$ cat src/pic_pkg.sv
package pic_pkg;

    // Source layout: external request inputs first, then on-chip requests.
    localparam int NUM_EXT = 5;
    localparam int NUM_INT = 3;
    localparam int NUM_SRC = 8;
    localparam int PRI_W = 3;
    localparam int SUB_W = 2;
    localparam int VEC_W = 6;
    localparam int ADDR_W = 8;

    // Register byte addresses.
    localparam logic [7:0] OFF_INTERRUPT_CONTROL_REGISTER = 8'h00;
    localparam logic [7:0] OFF_FLAG = 8'h04;
    localparam logic [7:0] OFF_ENABLE = 8'h08;
    localparam logic [7:0] OFF_PRIO0 = 8'h0c;
    localparam logic [7:0] OFF_PRIO1 = 8'h10;
    localparam logic [7:0] OFF_TRELOAD = 8'h14;
    localparam logic [7:0] OFF_TCOUNT = 8'h18;
    localparam logic [7:0] OFF_SHADOW = 8'h1c;
    localparam logic [7:0] OFF_STATUS = 8'h20;

    // Control register fields.
    localparam int POL_LSB = 0;
    localparam int TPC_LSB = 8;
    localparam int MULTI_VECTOR_SELECT_BIT = 12;

    // Priority register fields: one byte per source, four sources a word.
    localparam int PRIO_STRIDE = 8;
    localparam int PRIO_PER_WORD = 4;
    localparam int PRI_LSB = 2;
    localparam int SUB_LSB = 0;

    // Status register fields.
    localparam int ST_REQ_BIT = 0;
    localparam int ST_TRUN_BIT = 1;
    localparam int ST_SHADOW_BIT = 2;
    localparam int ST_PRI_LSB = 4;
    localparam int ST_VEC_LSB = 8;

    // Reset values.
    localparam logic [NUM_EXT-1:0] POL_RST = 5'h00;
    localparam logic [NUM_EXT-1:0] ADJ_PREV_RST = 5'h1f;
    localparam logic [PRI_W-1:0] TPC_RST = 3'h0;
    localparam logic MULTI_VECTOR_SELECT_RST = 1'b0;
    localparam logic [31:0] TRELOAD_RST = 32'h0000_0000;

    typedef struct packed {
        logic [NUM_EXT-1:0] sync1;
        logic [NUM_EXT-1:0] sync2;
        logic [NUM_EXT-1:0] adj_prev;
        logic [NUM_EXT-1:0] pol;
        logic [PRI_W-1:0] coalescing_priority_level;
        logic multi_vector_select;
        logic [NUM_SRC-1:0] flag;
        logic [NUM_SRC-1:0] en;
        logic [NUM_SRC-1:0][PRI_W-1:0] prio;
        logic [NUM_SRC-1:0][SUB_W-1:0] sub;
        logic [7:0] shadow;
        logic [31:0] reload;
        logic [31:0] tcnt;
        logic trun;
        logic irq_req;
        logic [VEC_W-1:0] irq_vec;
        logic [PRI_W-1:0] irq_pri;
        logic irq_shadow;
        logic pready;
        logic [31:0] prdata;
        logic pslverr;
    } pic_state_t;

endpackage

$ cat src/pic_top.sv
// The address map and the APB register port were chosen for this implementation.
`timescale 1ns/1ns
module pic_top (
    input wire logic pclk,
    input wire logic presetn,
    input wire logic psel,
    input wire logic penable,
    input wire logic pwrite,
    input wire logic [pic_pkg::ADDR_W-1:0] paddr,
    input wire logic [31:0] pwdata,
    output logic pready,
    output logic [31:0] prdata,
    output logic pslverr,
    input wire logic [pic_pkg::NUM_EXT-1:0] external_request_inputs,
    input wire logic [pic_pkg::NUM_INT-1:0] periph_req,
    input wire logic [pic_pkg::PRI_W-1:0] core_current_priority,
    output logic irq_req,
    output logic [pic_pkg::VEC_W-1:0] irq_vector,
    output logic [pic_pkg::PRI_W-1:0] requested_priority,
    output logic irq_use_shadow_set
);

    ////////////////////////////////////////////////////////////////////////////
    // State and helpers.

    // All state sits in one packed struct: n is the next value, s the register.
    pic_pkg::pic_state_t s;
    pic_pkg::pic_state_t n;

    logic access;
    logic wr_done;
    logic mapped;
    logic [31:0] rd_word;
    logic [pic_pkg::NUM_EXT-1:0] adj;
    logic [pic_pkg::NUM_EXT-1:0] ext_edge;
    logic [pic_pkg::NUM_SRC-1:0] set_vec;
    logic [pic_pkg::NUM_SRC-1:0] clr_vec;
    logic [pic_pkg::NUM_SRC-1:0] low_mask;
    logic trigger;
    logic found;
    logic [pic_pkg::PRI_W-1:0] best_pri;
    logic [pic_pkg::SUB_W-1:0] best_sub;
    logic [pic_pkg::VEC_W-1:0] best_idx;
    logic eligible;

    // Packs four sources' priority and subpriority into one register word.
    function automatic logic [31:0] prio_word(
        input logic [pic_pkg::NUM_SRC-1:0][pic_pkg::PRI_W-1:0] pr,
        input logic [pic_pkg::NUM_SRC-1:0][pic_pkg::SUB_W-1:0] sb,
        input int base
    );
        logic [31:0] w;
        w = '0;
        for (int k = 0; k < pic_pkg::PRIO_PER_WORD; k++)
        begin
            w[k*pic_pkg::PRIO_STRIDE+pic_pkg::PRI_LSB +: pic_pkg::PRI_W] = pr[base+k];
            w[k*pic_pkg::PRIO_STRIDE+pic_pkg::SUB_LSB +: pic_pkg::SUB_W] = sb[base+k];
        end
        return w;
    endfunction

    // A source belongs to the coalescing group, enabled or not, when its nonzero
    // priority is at or below a nonzero coalescing level.
    function automatic logic in_group(
        input logic [pic_pkg::PRI_W-1:0] pr,
        input logic [pic_pkg::PRI_W-1:0] lvl
    );
        return (lvl != '0) && (pr != '0) && (pr <= lvl);
    endfunction

    // Pulls one source's priority out of a priority register word.
    function automatic logic [pic_pkg::PRI_W-1:0] prio_field(
        input logic [31:0] w,
        input int k
    );
        return w[k*pic_pkg::PRIO_STRIDE+pic_pkg::PRI_LSB +: pic_pkg::PRI_W];
    endfunction

    // Pulls one source's subpriority out of a priority register word.
    function automatic logic [pic_pkg::SUB_W-1:0] sub_field(
        input logic [31:0] w,
        input int k
    );
        return w[k*pic_pkg::PRIO_STRIDE+pic_pkg::SUB_LSB +: pic_pkg::SUB_W];
    endfunction

    // Orders two candidates by priority, then subpriority. A tie does not
    // win, so among equals the lowest source number keeps the grant.
    function automatic logic beats(
        input logic [pic_pkg::PRI_W-1:0] pr_a,
        input logic [pic_pkg::SUB_W-1:0] sb_a,
        input logic [pic_pkg::PRI_W-1:0] pr_b,
        input logic [pic_pkg::SUB_W-1:0] sb_b
    );
        return (pr_a > pr_b) || (pr_a == pr_b && sb_a > sb_b);
    endfunction

    // Gathers the control register fields into their read-back word.
    function automatic logic [31:0] interrupt_control_register_word(
        input logic [pic_pkg::NUM_EXT-1:0] pol,
        input logic [pic_pkg::PRI_W-1:0] coalescing_priority_level,
        input logic multi_vector_select
    );
        logic [31:0] w;
        w = '0;
        w[pic_pkg::POL_LSB +: pic_pkg::NUM_EXT] = pol;
        w[pic_pkg::TPC_LSB +: pic_pkg::PRI_W] = coalescing_priority_level;
        w[pic_pkg::MULTI_VECTOR_SELECT_BIT] = multi_vector_select;
        return w;
    endfunction

    // Gathers the live request and timer state into the status word.
    function automatic logic [31:0] status_word(
        input pic_pkg::pic_state_t st
    );
        logic [31:0] w;
        w = '0;
        w[pic_pkg::ST_REQ_BIT] = st.irq_req;
        w[pic_pkg::ST_TRUN_BIT] = st.trun;
        w[pic_pkg::ST_SHADOW_BIT] = st.irq_shadow;
        w[pic_pkg::ST_PRI_LSB +: pic_pkg::PRI_W] = st.irq_pri;
        w[pic_pkg::ST_VEC_LSB +: pic_pkg::VEC_W] = st.irq_vec;
        return w;
    endfunction

    // Folds the polarity bit into the synchronised level: 1 means active.
    function automatic logic [pic_pkg::NUM_EXT-1:0] active_level(
        input logic [pic_pkg::NUM_EXT-1:0] lvl,
        input logic [pic_pkg::NUM_EXT-1:0] pol
    );
        return lvl ^ ~pol;
    endfunction

    // Write-one-to-clear with set priority: an event in the same cycle as
    // its clear survives, so software never loses a request.
    function automatic logic [pic_pkg::NUM_SRC-1:0] flag_next(
        input logic [pic_pkg::NUM_SRC-1:0] flag,
        input logic [pic_pkg::NUM_SRC-1:0] set,
        input logic [pic_pkg::NUM_SRC-1:0] clr
    );
        return (flag & ~clr) | set;
    endfunction

    ////////////////////////////////////////////////////////////////////////////
    // Next state.

    always_comb
    begin
        n = s;

        // Bus decode; every access takes one wait state.
        // Unmapped addresses answer with an error and read as zero.
        access = psel & penable;
        wr_done = access & s.pready & pwrite;
        mapped = 1'b1;
        rd_word = '0;
        unique case (paddr)
            pic_pkg::OFF_INTERRUPT_CONTROL_REGISTER: rd_word = interrupt_control_register_word(s.pol, s.coalescing_priority_level, s.multi_vector_select);
            pic_pkg::OFF_FLAG: rd_word[pic_pkg::NUM_SRC-1:0] = s.flag;
            pic_pkg::OFF_ENABLE: rd_word[pic_pkg::NUM_SRC-1:0] = s.en;
            pic_pkg::OFF_PRIO0: rd_word = prio_word(s.prio, s.sub, 0);
            pic_pkg::OFF_PRIO1: rd_word = prio_word(s.prio, s.sub, pic_pkg::PRIO_PER_WORD);
            pic_pkg::OFF_TRELOAD: rd_word = s.reload;
            pic_pkg::OFF_TCOUNT: rd_word = s.tcnt;
            pic_pkg::OFF_SHADOW: rd_word[7:0] = s.shadow;
            pic_pkg::OFF_STATUS: rd_word = status_word(s);
            default: mapped = 1'b0;
        endcase

        // The access cycle registers the read word and raises pready, and
        // the next edge completes the transfer. pready lasts one cycle, but
        // an access held past it sees pready again two cycles later and is taken again.
        n.pready = access & ~s.pready;
        n.pslverr = access & ~s.pready & ~mapped;
        if (access & ~s.pready)
        begin
            n.prdata = pwrite ? 32'h0000_0000 : rd_word;
        end

        // Edge detection on synchronised pins. The polarity bit folds into
        // the level before the edge test, so flipping it can look like an
        // edge and set the flag.
        n.sync1 = external_request_inputs;
        n.sync2 = s.sync1;
        adj = active_level(s.sync2, s.pol);
        n.adj_prev = adj;
        ext_edge = adj & ~s.adj_prev;
        set_vec = {periph_req, ext_edge};

        // Flags are cleared by writing ones; a new event in the same cycle wins.
        clr_vec = '0;
        if (wr_done && paddr == pic_pkg::OFF_FLAG)
        begin
            clr_vec = pwdata[pic_pkg::NUM_SRC-1:0];
        end
        n.flag = flag_next(s.flag, set_vec, clr_vec);

        // Register writes land at the completing edge.
        // Read-only registers and unmapped addresses ignore writes.
        if (wr_done)
        begin
            unique case (paddr)
                pic_pkg::OFF_INTERRUPT_CONTROL_REGISTER:
                begin
                    n.pol = pwdata[pic_pkg::POL_LSB +: pic_pkg::NUM_EXT];
                    n.coalescing_priority_level = pwdata[pic_pkg::TPC_LSB +: pic_pkg::PRI_W];
                    n.multi_vector_select = pwdata[pic_pkg::MULTI_VECTOR_SELECT_BIT];
                end
                pic_pkg::OFF_ENABLE: n.en = pwdata[pic_pkg::NUM_SRC-1:0];
                pic_pkg::OFF_PRIO0, pic_pkg::OFF_PRIO1:
                begin
                    for (int k = 0; k < pic_pkg::PRIO_PER_WORD; k++)
                    begin
                        if (paddr == pic_pkg::OFF_PRIO0)
                        begin
                            n.prio[k] = prio_field(pwdata, k);
                            n.sub[k] = sub_field(pwdata, k);
                        end
                        else
                        begin
                            n.prio[k+pic_pkg::PRIO_PER_WORD] = prio_field(pwdata, k);
                            n.sub[k+pic_pkg::PRIO_PER_WORD] = sub_field(pwdata, k);
                        end
                    end
                end
                pic_pkg::OFF_TRELOAD: n.reload = pwdata;
                pic_pkg::OFF_SHADOW: n.shadow = {pwdata[7:1], 1'b0};
                default:
                begin
                end
            endcase
        end

        // Proximity timer. A group event while idle loads the reload value;
        // the window lasts reload plus one cycles and ends once the count
        // has reached zero. A zero reload never opens a window, and a
        // cleared level stops a running window at once.
        low_mask = '0;
        for (int i = 0; i < pic_pkg::NUM_SRC; i++)
        begin
            low_mask[i] = in_group(s.prio[i], s.coalescing_priority_level);
        end
        trigger = |(set_vec & low_mask);
        if (s.coalescing_priority_level == '0)
        begin
            n.trun = 1'b0;
            n.tcnt = '0;
        end
        else if (s.trun)
        begin
            if (s.tcnt == '0)
            begin
                n.trun = 1'b0;
            end
            else
            begin
                n.tcnt = s.tcnt - 32'h0000_0001;
            end
        end
        else if (trigger && s.reload != '0)
        begin
            n.trun = 1'b1;
            n.tcnt = s.reload;
        end

        // Arbitration: priority, then subpriority, then lowest source number.
        // Sources inside an open window are left out, as are disabled ones
        // and those whose priority is zero.
        found = 1'b0;
        best_pri = '0;
        best_sub = '0;
        best_idx = '0;
        for (int i = 0; i < pic_pkg::NUM_SRC; i++)
        begin
            eligible = s.flag[i] & s.en[i] & (s.prio[i] != '0)
                       & ~(s.trun & low_mask[i]);
            if (eligible && (!found || beats(s.prio[i], s.sub[i], best_pri, best_sub)))
            begin
                found = 1'b1;
                best_pri = s.prio[i];
                best_sub = s.sub[i];
                best_idx = pic_pkg::VEC_W'(i);
            end
        end

        // Request goes out on the cycle after the flag, with no added delay.
        // The core's level is compared every cycle, so raising it withdraws
        // the request one cycle later.
        n.irq_req = found && (best_pri > core_current_priority);
        n.irq_vec = s.multi_vector_select ? best_idx : '0;
        n.irq_pri = found ? best_pri : '0;
        n.irq_shadow = found & s.shadow[best_pri];
    end

    ////////////////////////////////////////////////////////////////////////////
    // State register.

    // Reset leaves single-vector mode, falling-edge polarity and a stopped
    // timer. The previous level starts at the active value of a falling-edge
    // input, so a low pin gives no false edge after reset.
    always_ff @(posedge pclk or negedge presetn)
    begin
        if (!presetn)
        begin
            s <= '0;
            s.adj_prev <= pic_pkg::ADJ_PREV_RST;
            s.pol <= pic_pkg::POL_RST;
            s.coalescing_priority_level <= pic_pkg::TPC_RST;
            s.multi_vector_select <= pic_pkg::MULTI_VECTOR_SELECT_RST;
            s.reload <= pic_pkg::TRELOAD_RST;
        end
        else
        begin
            s <= n;
        end
    end

    // Every output is a register bit; nothing combinational reaches a pin.
    assign pready = s.pready;
    assign prdata = s.prdata;
    assign pslverr = s.pslverr;
    assign irq_req = s.irq_req;
    assign irq_vector = s.irq_vec;
    assign requested_priority = s.irq_pri;
    assign irq_use_shadow_set = s.irq_shadow;

endmodule

$ cat config.mk
export PLATFORM = sky130hd
export DESIGN_NAME = pic_top
export DESIGN_NICKNAME = d
export VERILOG_FILES = /design/src/pic_pkg.sv /design/src/pic_top.sv
export SDC_FILE = /design/constraint.sdc
export NUM_CORES = 1
export LEC_CHECK = 0
export ABC_AREA = 1
export BUFFER_PORTS_ARGS = -buffer_cell sky130_fd_sc_hd__buf_2
export CORE_MARGIN = 2
export CORE_UTILIZATION = 60
export CTS_CLUSTER_DIAMETER = 50
export CTS_CLUSTER_SIZE = 40
export DETAILED_ROUTE_END_ITERATION = 8
export HOLD_SLACK_MARGIN = 0.15
export MAX_ROUTING_LAYER = met4
export PLACE_DENSITY = 0.8
export RECOVER_POWER = 25
export SYNTH_ARGS = -nofsm -noshare
export SYNTH_HDL_FRONTEND = slang
export SYNTH_SLANG_ARGS = --single-unit
$ cat constraint.sdc
create_clock -name pclk -period 14.8 [get_ports pclk]
set_clock_uncertainty 0.05 [all_clocks]
set_input_delay 2.96 -clock pclk [delete_from_list [all_inputs] [get_ports pclk]]
set_output_delay 2.96 -clock pclk [all_outputs]
set_load 0.01 [all_outputs]
==> results of run 1 <==
==> cell families after synthesis <==
| group | after synthesis | synth area share |
|---|---|---|
| XOR/XNOR | 4 | 0.00295 |
| flip-flops | 194 | 0.409 |
| other | 1 | 0.000316 |
| adder cells (fa/ha/maj) | 63 | 0.0664 |
| AND/OR/NAND/NOR | 581 | 0.229 |
| buffers and inverters | 287 | 0.105 |
| multiplexers | 2 | 0.00169 |
| AO/OA/AOI/OAI | 387 | 0.186 |
==> placed cells by master, fill, tap and decap left out, types with 4 or more instances in the layout <==
cell and count:
a21o_1 4, a21oi_1 63, a221oi_1 21, a22o_1 10
buf_2 95, buf_4 10, clkbuf_16 17, dfrtp_1 189
dfstp_2 5, ha_1 63, inv_1 180, inv_2 16
inv_6 4, inv_8 4, nand2_1 295, nand2_2 17
nand2_4 9, nand3_1 91, nand3_2 12, nand3b_1 4
nand4_1 18, nor2_1 82, nor2_2 6, nor3_1 16
nor4_1 11, o21ai_0 214, o21ai_1 12, o21ai_2 4
o221ai_1 4, o22ai_1 34, or2_2 4
==> synth_stat cells (3+ instances only) <==
cell type / number
a211oi_1: 3
a21o_1: 4
a21oi_1: 63
a221oi_1: 21
a22o_1: 10
a31oi_1: 3
and2_1: 3
buf_2: 6
buf_4: 41
clkbuf_1: 38
dfrtp_1: 189
dfstp_2: 5
ha_1: 63
inv_1: 180
inv_2: 16
nand2_1: 296
nand2_2: 16
nand2_4: 9
nand3_1: 90
nand3_2: 13
nand3b_1: 4
nand4_1: 18
nor2_1: 82
nor2_2: 6
nor3_1: 16
nor4_1: 11
o211ai_1: 3
o21ai_0: 214
o21ai_1: 12
o21ai_2: 4
o221ai_1: 4
o22ai_1: 34
or2_2: 4
xor2_1: 3
==> area by class of cell <==
| cell class | instances | area share |
|---|---|---|
| clock buffers | 17 | 0.0330 |
| clock inverters | 15 | 0.0144 |
| inverters | 200 | 0.0588 |
| multi-input cells | 1040 | 0.448 |
| flip-flops and latches | 194 | 0.377 |
| well taps | 265 | 0.0257 |
| repair buffers | 108 | 0.0435 |
==> sequential cells by signal, summed over array words and instances, names as in the netlist <==
signal / flops
prdata: 32
irq_req: 1
requested_priority: 3
irq_use_shadow_set: 1
s: 147
irq_vector: 3
pready: 1
n: 5
pslverr: 1
==> stage by stage <==
stage / instance area (um^2) / total power [mW] / cells
after floorplan: 11900 / 0.560 / 1521
final: 12900 / 1.07 / 1839
after detailed placement: 12300 / 0.587 / 1807
after global placement: 12300 / 0.586 / 1807
after CTS: 12900 / 1.07 / 1839
after global routing: 12900 / 1.10 / 1839
==> routing by layer <==
metal,part of all wire,GRT usage,wire (um)
met1,0.40,0.496,15000
met4,0.047,0.171,1760
met2,0.46,0.589,17400
met3,0.095,0.0652,3580
met5,0,-,0
==> worst register-to-register path, delay by kind of cell, from the launching register on <==
| kind | cells | cell delay (ns) |
|---|---|---|
| and+or+nand+nor | 35 | 3.64 |
| AOI/OAI and AO/OA | 21 | 2.85 |
| adders and majority gates | 9 | 2.68 |
| buffers and inverters | 10 | 0.99 |
| DFF | 1 | 0.39 |
| muxes | 2 | 0.37 |
==> worst max path at each step <==
| stage | slack [ns] | from | endpoint |
|---|---|---|---|
| global placement | 4.45 | s[177]$_DFFE_PN0P_ | irq_req$_DFF_PN0_ |
| floorplan | 5.33 | s[177]$_DFFE_PN0P_ | irq_req$_DFF_PN0_ |
| detailed placement | 3.97 | s[175]$_DFFE_PN0P_ | irq_req$_DFF_PN0_ |
| global route | 2.61 | s[177]$_DFFE_PN0P_ | irq_req$_DFF_PN0_ |
| finish | 3.70 | s[177]$_DFFE_PN0P_ | irq_req$_DFF_PN0_ |
| CTS | 3.92 | s[177]$_DFFE_PN0P_ | irq_req$_DFF_PN0_ |
==> report_power, final <==
part           internal [mW]  switching [mW]  leakage [nW]
registers              0.534         0.00233          2.58
logic                 0.0104          0.0295          3.48
clock network          0.258           0.237         0.299
total                  0.802           0.269          6.36
==> results.tsv, run 1 <==
metric	value	unit
status	complete, but fails checks	
violations	max-capacitance violations, max-slew violations	
critical_path_required	15.07	ns
crit_family	simple AND/OR/NAND/NOR gates	
syn_inst	1519	
ys_ff_latch	194	
layout-drive-gt1-share	0.142	
holdPathStages	0	
worst-r2r-setup-slack	3.70	ns
die_w	145	um
rr_startpoint	s[177]$_DFFE_PN0P_	
holdCritStartpoint	n[191]$_DFF_PN0_	
dp_slack	3.97	ns
ios	101	
htreeDepth	4	
holdWs	0.303	ns
max_stage_delay	0.39	ns
synth.top_cell.area_share	0.398	
worst_r2r_path_depth	77	
hold_viol	0	
max_slew.worst_pin.slew	4.71	ns
clock_latency	0.46	ns
grt_max_degree	87	
drv_cap	2	
cp_slowest_cell	dfrtp_1	
cp-end-kind	register	
avgSynthCellArea	7.82	um^2
nNetsFinal	1680	
drt-initial-drc-count	1235	
worstSetupPathType	reg2reg	
vdd_drop_max	0.0889	mV
critPathMaxFanout	12	
p_per_area	83.0	nW/um^2
final_util	0.663	
synthArstFlopShare	1.00	
rows	51	
slew_viol_final	141	
cts_setup_buffers	0	
setup_viol	0	
setup_ws	3.70	ns
fmax	90.1	MHz
slew_headroom	-2.14	
first_global_vias	10500	
tns	0	ns
netlist-cell-type-count	59	
min_period	11.10	ns
multi_input_area	5780	um^2
regArea	4860	um^2
ys.flop_type	dfrtp_1	
worst_setup_path_start_kind	register	
grt_usage	0.381	
worst-path-buf-inv	10	
yosysTopAreaCell	dfrtp_1	
totalWireLength	37700	um
cts_hold_buf	0	
cts_max_path_buffers	2	
post_drt_wl_per_cell	20.5	um
start_util	0.610	
cts_resized	0	
gp_congestion	1.05	
synth_enable_flop_cells	0	
fp.coreArea	19500	um^2
ant_nets	0	
min_path_type	reg2reg	
path_depth	77	
ys_seq_area_frac	0.409	
clkSinkCount	194	
period_share	0.750	
ys_top_cells_by_area	dfrtp_1 (40%), nand2_1 (9.4%), o21ai_0 (9.0%)	
syn_to_final_growth	8.60	%
critPathMostFrequentCell	nand2_1	
p_leak	6.36	nW
drc	0	
hold-path-endpoint	s[191]$_DFF_PN0_	
fill_cells	1666	
hpwl	27600	um
synthesis.area	11900	um^2
cts_root_buf	clkbuf_16	
antenna_found_initial	0	
yosys_warnings	0	
die_area	20900	um^2
diodes	0	
rsz0062_at_grt	no	
via_count	11300	
drtPass1Iterations	7	
clk_pin_slew	0.08	ns
cts_inserted_buffers	17	
portBuffers	97	
arrival	11.37	ns
viasPerCell	6.15	
gr-total-overflow	0	
die_h	145	um
cts_tree	yes	
grt_pass1_wl	58000	um
r2r_end	irq_req$_DFF_PN0_	
(Power assumes the default switching activity.)
==> run 2: changes to the inputs <==
- ABC_AREA: 1 -> 0
- clock period: 14.8 -> 10.5 ns (I/O delays scaled with it)
==> run 2 against run 1 <==
Against the previous run:
- the run ends with max-capacitance violations, max-slew violations, negative setup slack left
- fmax decreased by 8.4%
- worst setup slack got worse by 5.3 ns
- non-clock buffer count increased by 147
- routed wire length increased by 2.1%
- critical path type unchanged
- count of clock-buffer cells in the layout increased by 2
- hold slack got worse by 0.0021 ns
- synthesized cell count decreased by 26%
- global-route usage increased by 0.24 points
- largest power group unchanged
- cell area increased by 11%
- combinational power increased by 92%
- cell count decreased by 15%
==> results.tsv, run 2 <==
metric	value	unit	change
viasPerCell	6.79		+10%
worst-r2r-setup-slack	-1.62	ns	-5.32 ns
syn_to_final_growth	25.2	%	
fmax	82.5	MHz	-8.4%
top_usage_layer	met2		
syn_inst	1130		-26%
final_util	0.766		+0.103
worst_setup_path_start_kind	register		
max_slew.worst_pin.slew	6.05	ns	+1.33 ns
yosysTopAreaCell	dfrtp_1		
cts_max_path_buffers	2		unchanged
fill_cells	1253		-25%
totalWireLength	38500	um	+2.1%
min_path_type	reg2reg		
fp.coreArea	18700	um^2	-3.9%
netlist_top_cells_count	dfrtp_1 (189), mux2_2 (108), nand2_1 (99)		
layout-drive-gt1-share	0.394		+0.252
drv_cap	2		unchanged
synth.most_common_cell	dfrtp_1		
clock_latency	0.44	ns	-0.02 ns
start_util	0.612		+0.00156
arrival	12.43	ns	+1.06 ns
die_h	142	um	-1.8%
cp_slowest_cell	dfrtp_2		
min_period	12.12	ns	+1.02 ns
ys_top_cells_by_area	dfrtp_1 (41%), mux2_2 (11%), ha_1 (6.9%)		
yosys_warnings	0		unchanged
nNetsFinal	1435		-15%
largest_reg_flops	147		unchanged
p_per_area	103	nW/um^2	+24%
synth.top_cell.area_share	0.413		+0.0151
htreeDepth	4		unchanged
rows	50		-2.0%
gp_congestion	1.03		-2.1%
hpwl	25900	um	-6.2%
first_global_vias	9979		-5.2%
portBuffers	97		unchanged
cts_root_buf	clkbuf_16		
ys_ff_latch	194		unchanged
antenna_found_initial	0		unchanged
status	complete, but fails checks		
die_w	142	um	-1.8%
holdCritStartpoint	n[190]$_DFF_PN0_		
drt-initial-drc-count	1296		+4.9%
hold-path-endpoint	s[190]$_DFF_PN0_		
cts_inserted_buffers	17		unchanged
avgSynthCellArea	10.1	um^2	+30%
holdPathStages	0		unchanged
violations	max-capacitance violations, max-slew violations, negative setup slack		
post_drt_wl_per_cell	24.6	um	+20%
ys.flop_type	dfrtp_1		
slew_headroom	-3.03		-0.888
ant_nets	0		unchanged
grt_max_degree	115		+32%
synthesis.area	11400	um^2	-3.6%
slew_viol_final	150		+6.4%
clkSinkCount	194		unchanged
netlist-cell-type-count	74		+25%
placed_area	12700	um^2	+3.2%
rsz0062_at_grt	yes		
use_met1	0.524		+0.0280
drtPass1Iterations	7		unchanged
holdWs	0.301	ns	-0.00212 ns
worstSetupPathType	reg2reg		
rr_startpoint	s[175]$_DFFE_PN0P_		
r2r_end	irq_use_shadow_set$_DFF_PN0_		
top_register	s		
finalNonFillerCells	1563		-15%
critical_path_required	10.82	ns	-4.25 ns
grt_usage	0.383		+0.00238
clk_pin_slew	0.08	ns	about the same
gr-total-overflow	0		unchanged
ios	101		unchanged
setup_ws	-1.62	ns	-5.32 ns
period_share	1.15		+0.404
met3_usage	0.0754		+0.0102
hold_viol	0		unchanged
finalPower	1.47	mW	+38%
cp-end-kind	register		
drc	0		unchanged
final_area	14300	um^2	+11%
p_leak	6.89	nW	+8.3%
diodes	0		unchanged
max_stage_delay	0.45	ns	+0.06 ns
use_met2	0.558		-0.0303
synth_enable_flop_cells	0		unchanged
final_cell_mix	dfrtp_1 (188), buf_4 (141), mux2_2 (102)		
setup_viol	8		+8
ys_seq_area_frac	0.425		+0.0155
vdd_drop_max	0.110	mV	+24%
synthArstFlopShare	1.00		unchanged
grt_pass1_wl	56900	um	-1.9%
critPathMaxFanout	6		-6
worst_r2r_path_depth	64		-17%
cts_tree	yes		
dpl.cell_count	1477		-18%
final_common_cell	dfrtp_1		
die_area	20200	um^2	-3.5%
via_count	10600		-6.2%
## run 2: metrics by stage
step | TNS [ns] | worst slack, ns
5_1_grt | -11.44 | -2.13
4_1_cts | -4.73 | -1.27
3_3_place_gp | -5.66 | -1.37
6_report | -7.69 | -1.62
3_5_place_dp | -7.96 | -1.69
2_1_floorplan | -5.01 | -1.36
## run 2: cells by family after synthesis
| family | count (synthesis) | share of synthesized area |
|---|---|---|
| buffers and inverters | 142 | 0.0618 |
| other | 1 | 0.000328 |
| and+or+nand+nor | 288 | 0.125 |
| DFF | 194 | 0.425 |
| AOI/OAI and AO/OA | 307 | 0.191 |
| xor gates and xnor gates | 13 | 0.00995 |
| adders and majority gates | 63 | 0.0689 |
| muxes | 122 | 0.118 |
## run 2: how the worst max path moves through the flow
stage                                    to  slack [ns]          startpoint  depth (start not counted)
2_1_floorplan             irq_req$_DFF_PN0_       -1.36  s[175]$_DFFE_PN0P_                         67
3_5_place_dp              irq_req$_DFF_PN0_       -1.69  s[176]$_DFFE_PN0P_                         65
4_1_cts                   irq_req$_DFF_PN0_       -1.27  s[136]$_DFFE_PN0P_                         65
3_3_place_gp              irq_req$_DFF_PN0_       -1.37  s[176]$_DFFE_PN0P_                         65
6_report       irq_use_shadow_set$_DFF_PN0_       -1.62  s[175]$_DFFE_PN0P_                         64
5_1_grt        irq_use_shadow_set$_DFF_PN0_       -2.13  s[176]$_DFFE_PN0P_                         68
## run 2: report_power, final
part / switching, mW / total, mW / leakage (nW) / internal, mW
combinational: 0.0517 / 0.0766 / 3.98 / 0.0250
sequential: 0.00467 / 0.757 / 2.62 / 0.753
clock: 0.323 / 0.640 / 0.280 / 0.318
## run 2: final cells by class
cell class | count | area (um^2) | share of cell area
Clock buffer | 19 | 433 | 0.0302
Clock inverter | 13 | 139 | 0.00969
Inverter | 52 | 198 | 0.0138
Multi-Input combinational cell | 796 | 6670 | 0.465
Sequential cell | 194 | 4860 | 0.339
Tap cell | 234 | 293 | 0.0204
Timing Repair Buffer | 255 | 1740 | 0.121
## run 2: repair_timing
| item | 4_1_cts | 5_1_grt |
|---|---|---|
| buffers inserted | 35 | 20 |
| pin swaps | 48 | 54 |
| hold buffers | 0 | 0 |
| gates resized for setup | 57 | 63 |
| hold endpoints to repair | 0 | 0 |
| endpoints found under the setup margin | 8 | 8 |
## run 2: worst max-delay path, delay by kind of cell, from the launching register on
family,cells,cell delay (ns)
AOI/OAI and AO/OA,30,5.11
and+or+nand+nor,13,1.98
muxes,7,1.87
adders and majority gates,7,1.70
buffers and inverters,7,0.86
DFF,1,0.45
## run 2: metal layers
metal / vias to the layer above / wire length (um)
met5: - / 0
met4: 0 / 2030
met3: 164 / 4010
met2: 753 / 17000
met1: 5152 / 15400
li1: 4546 / -
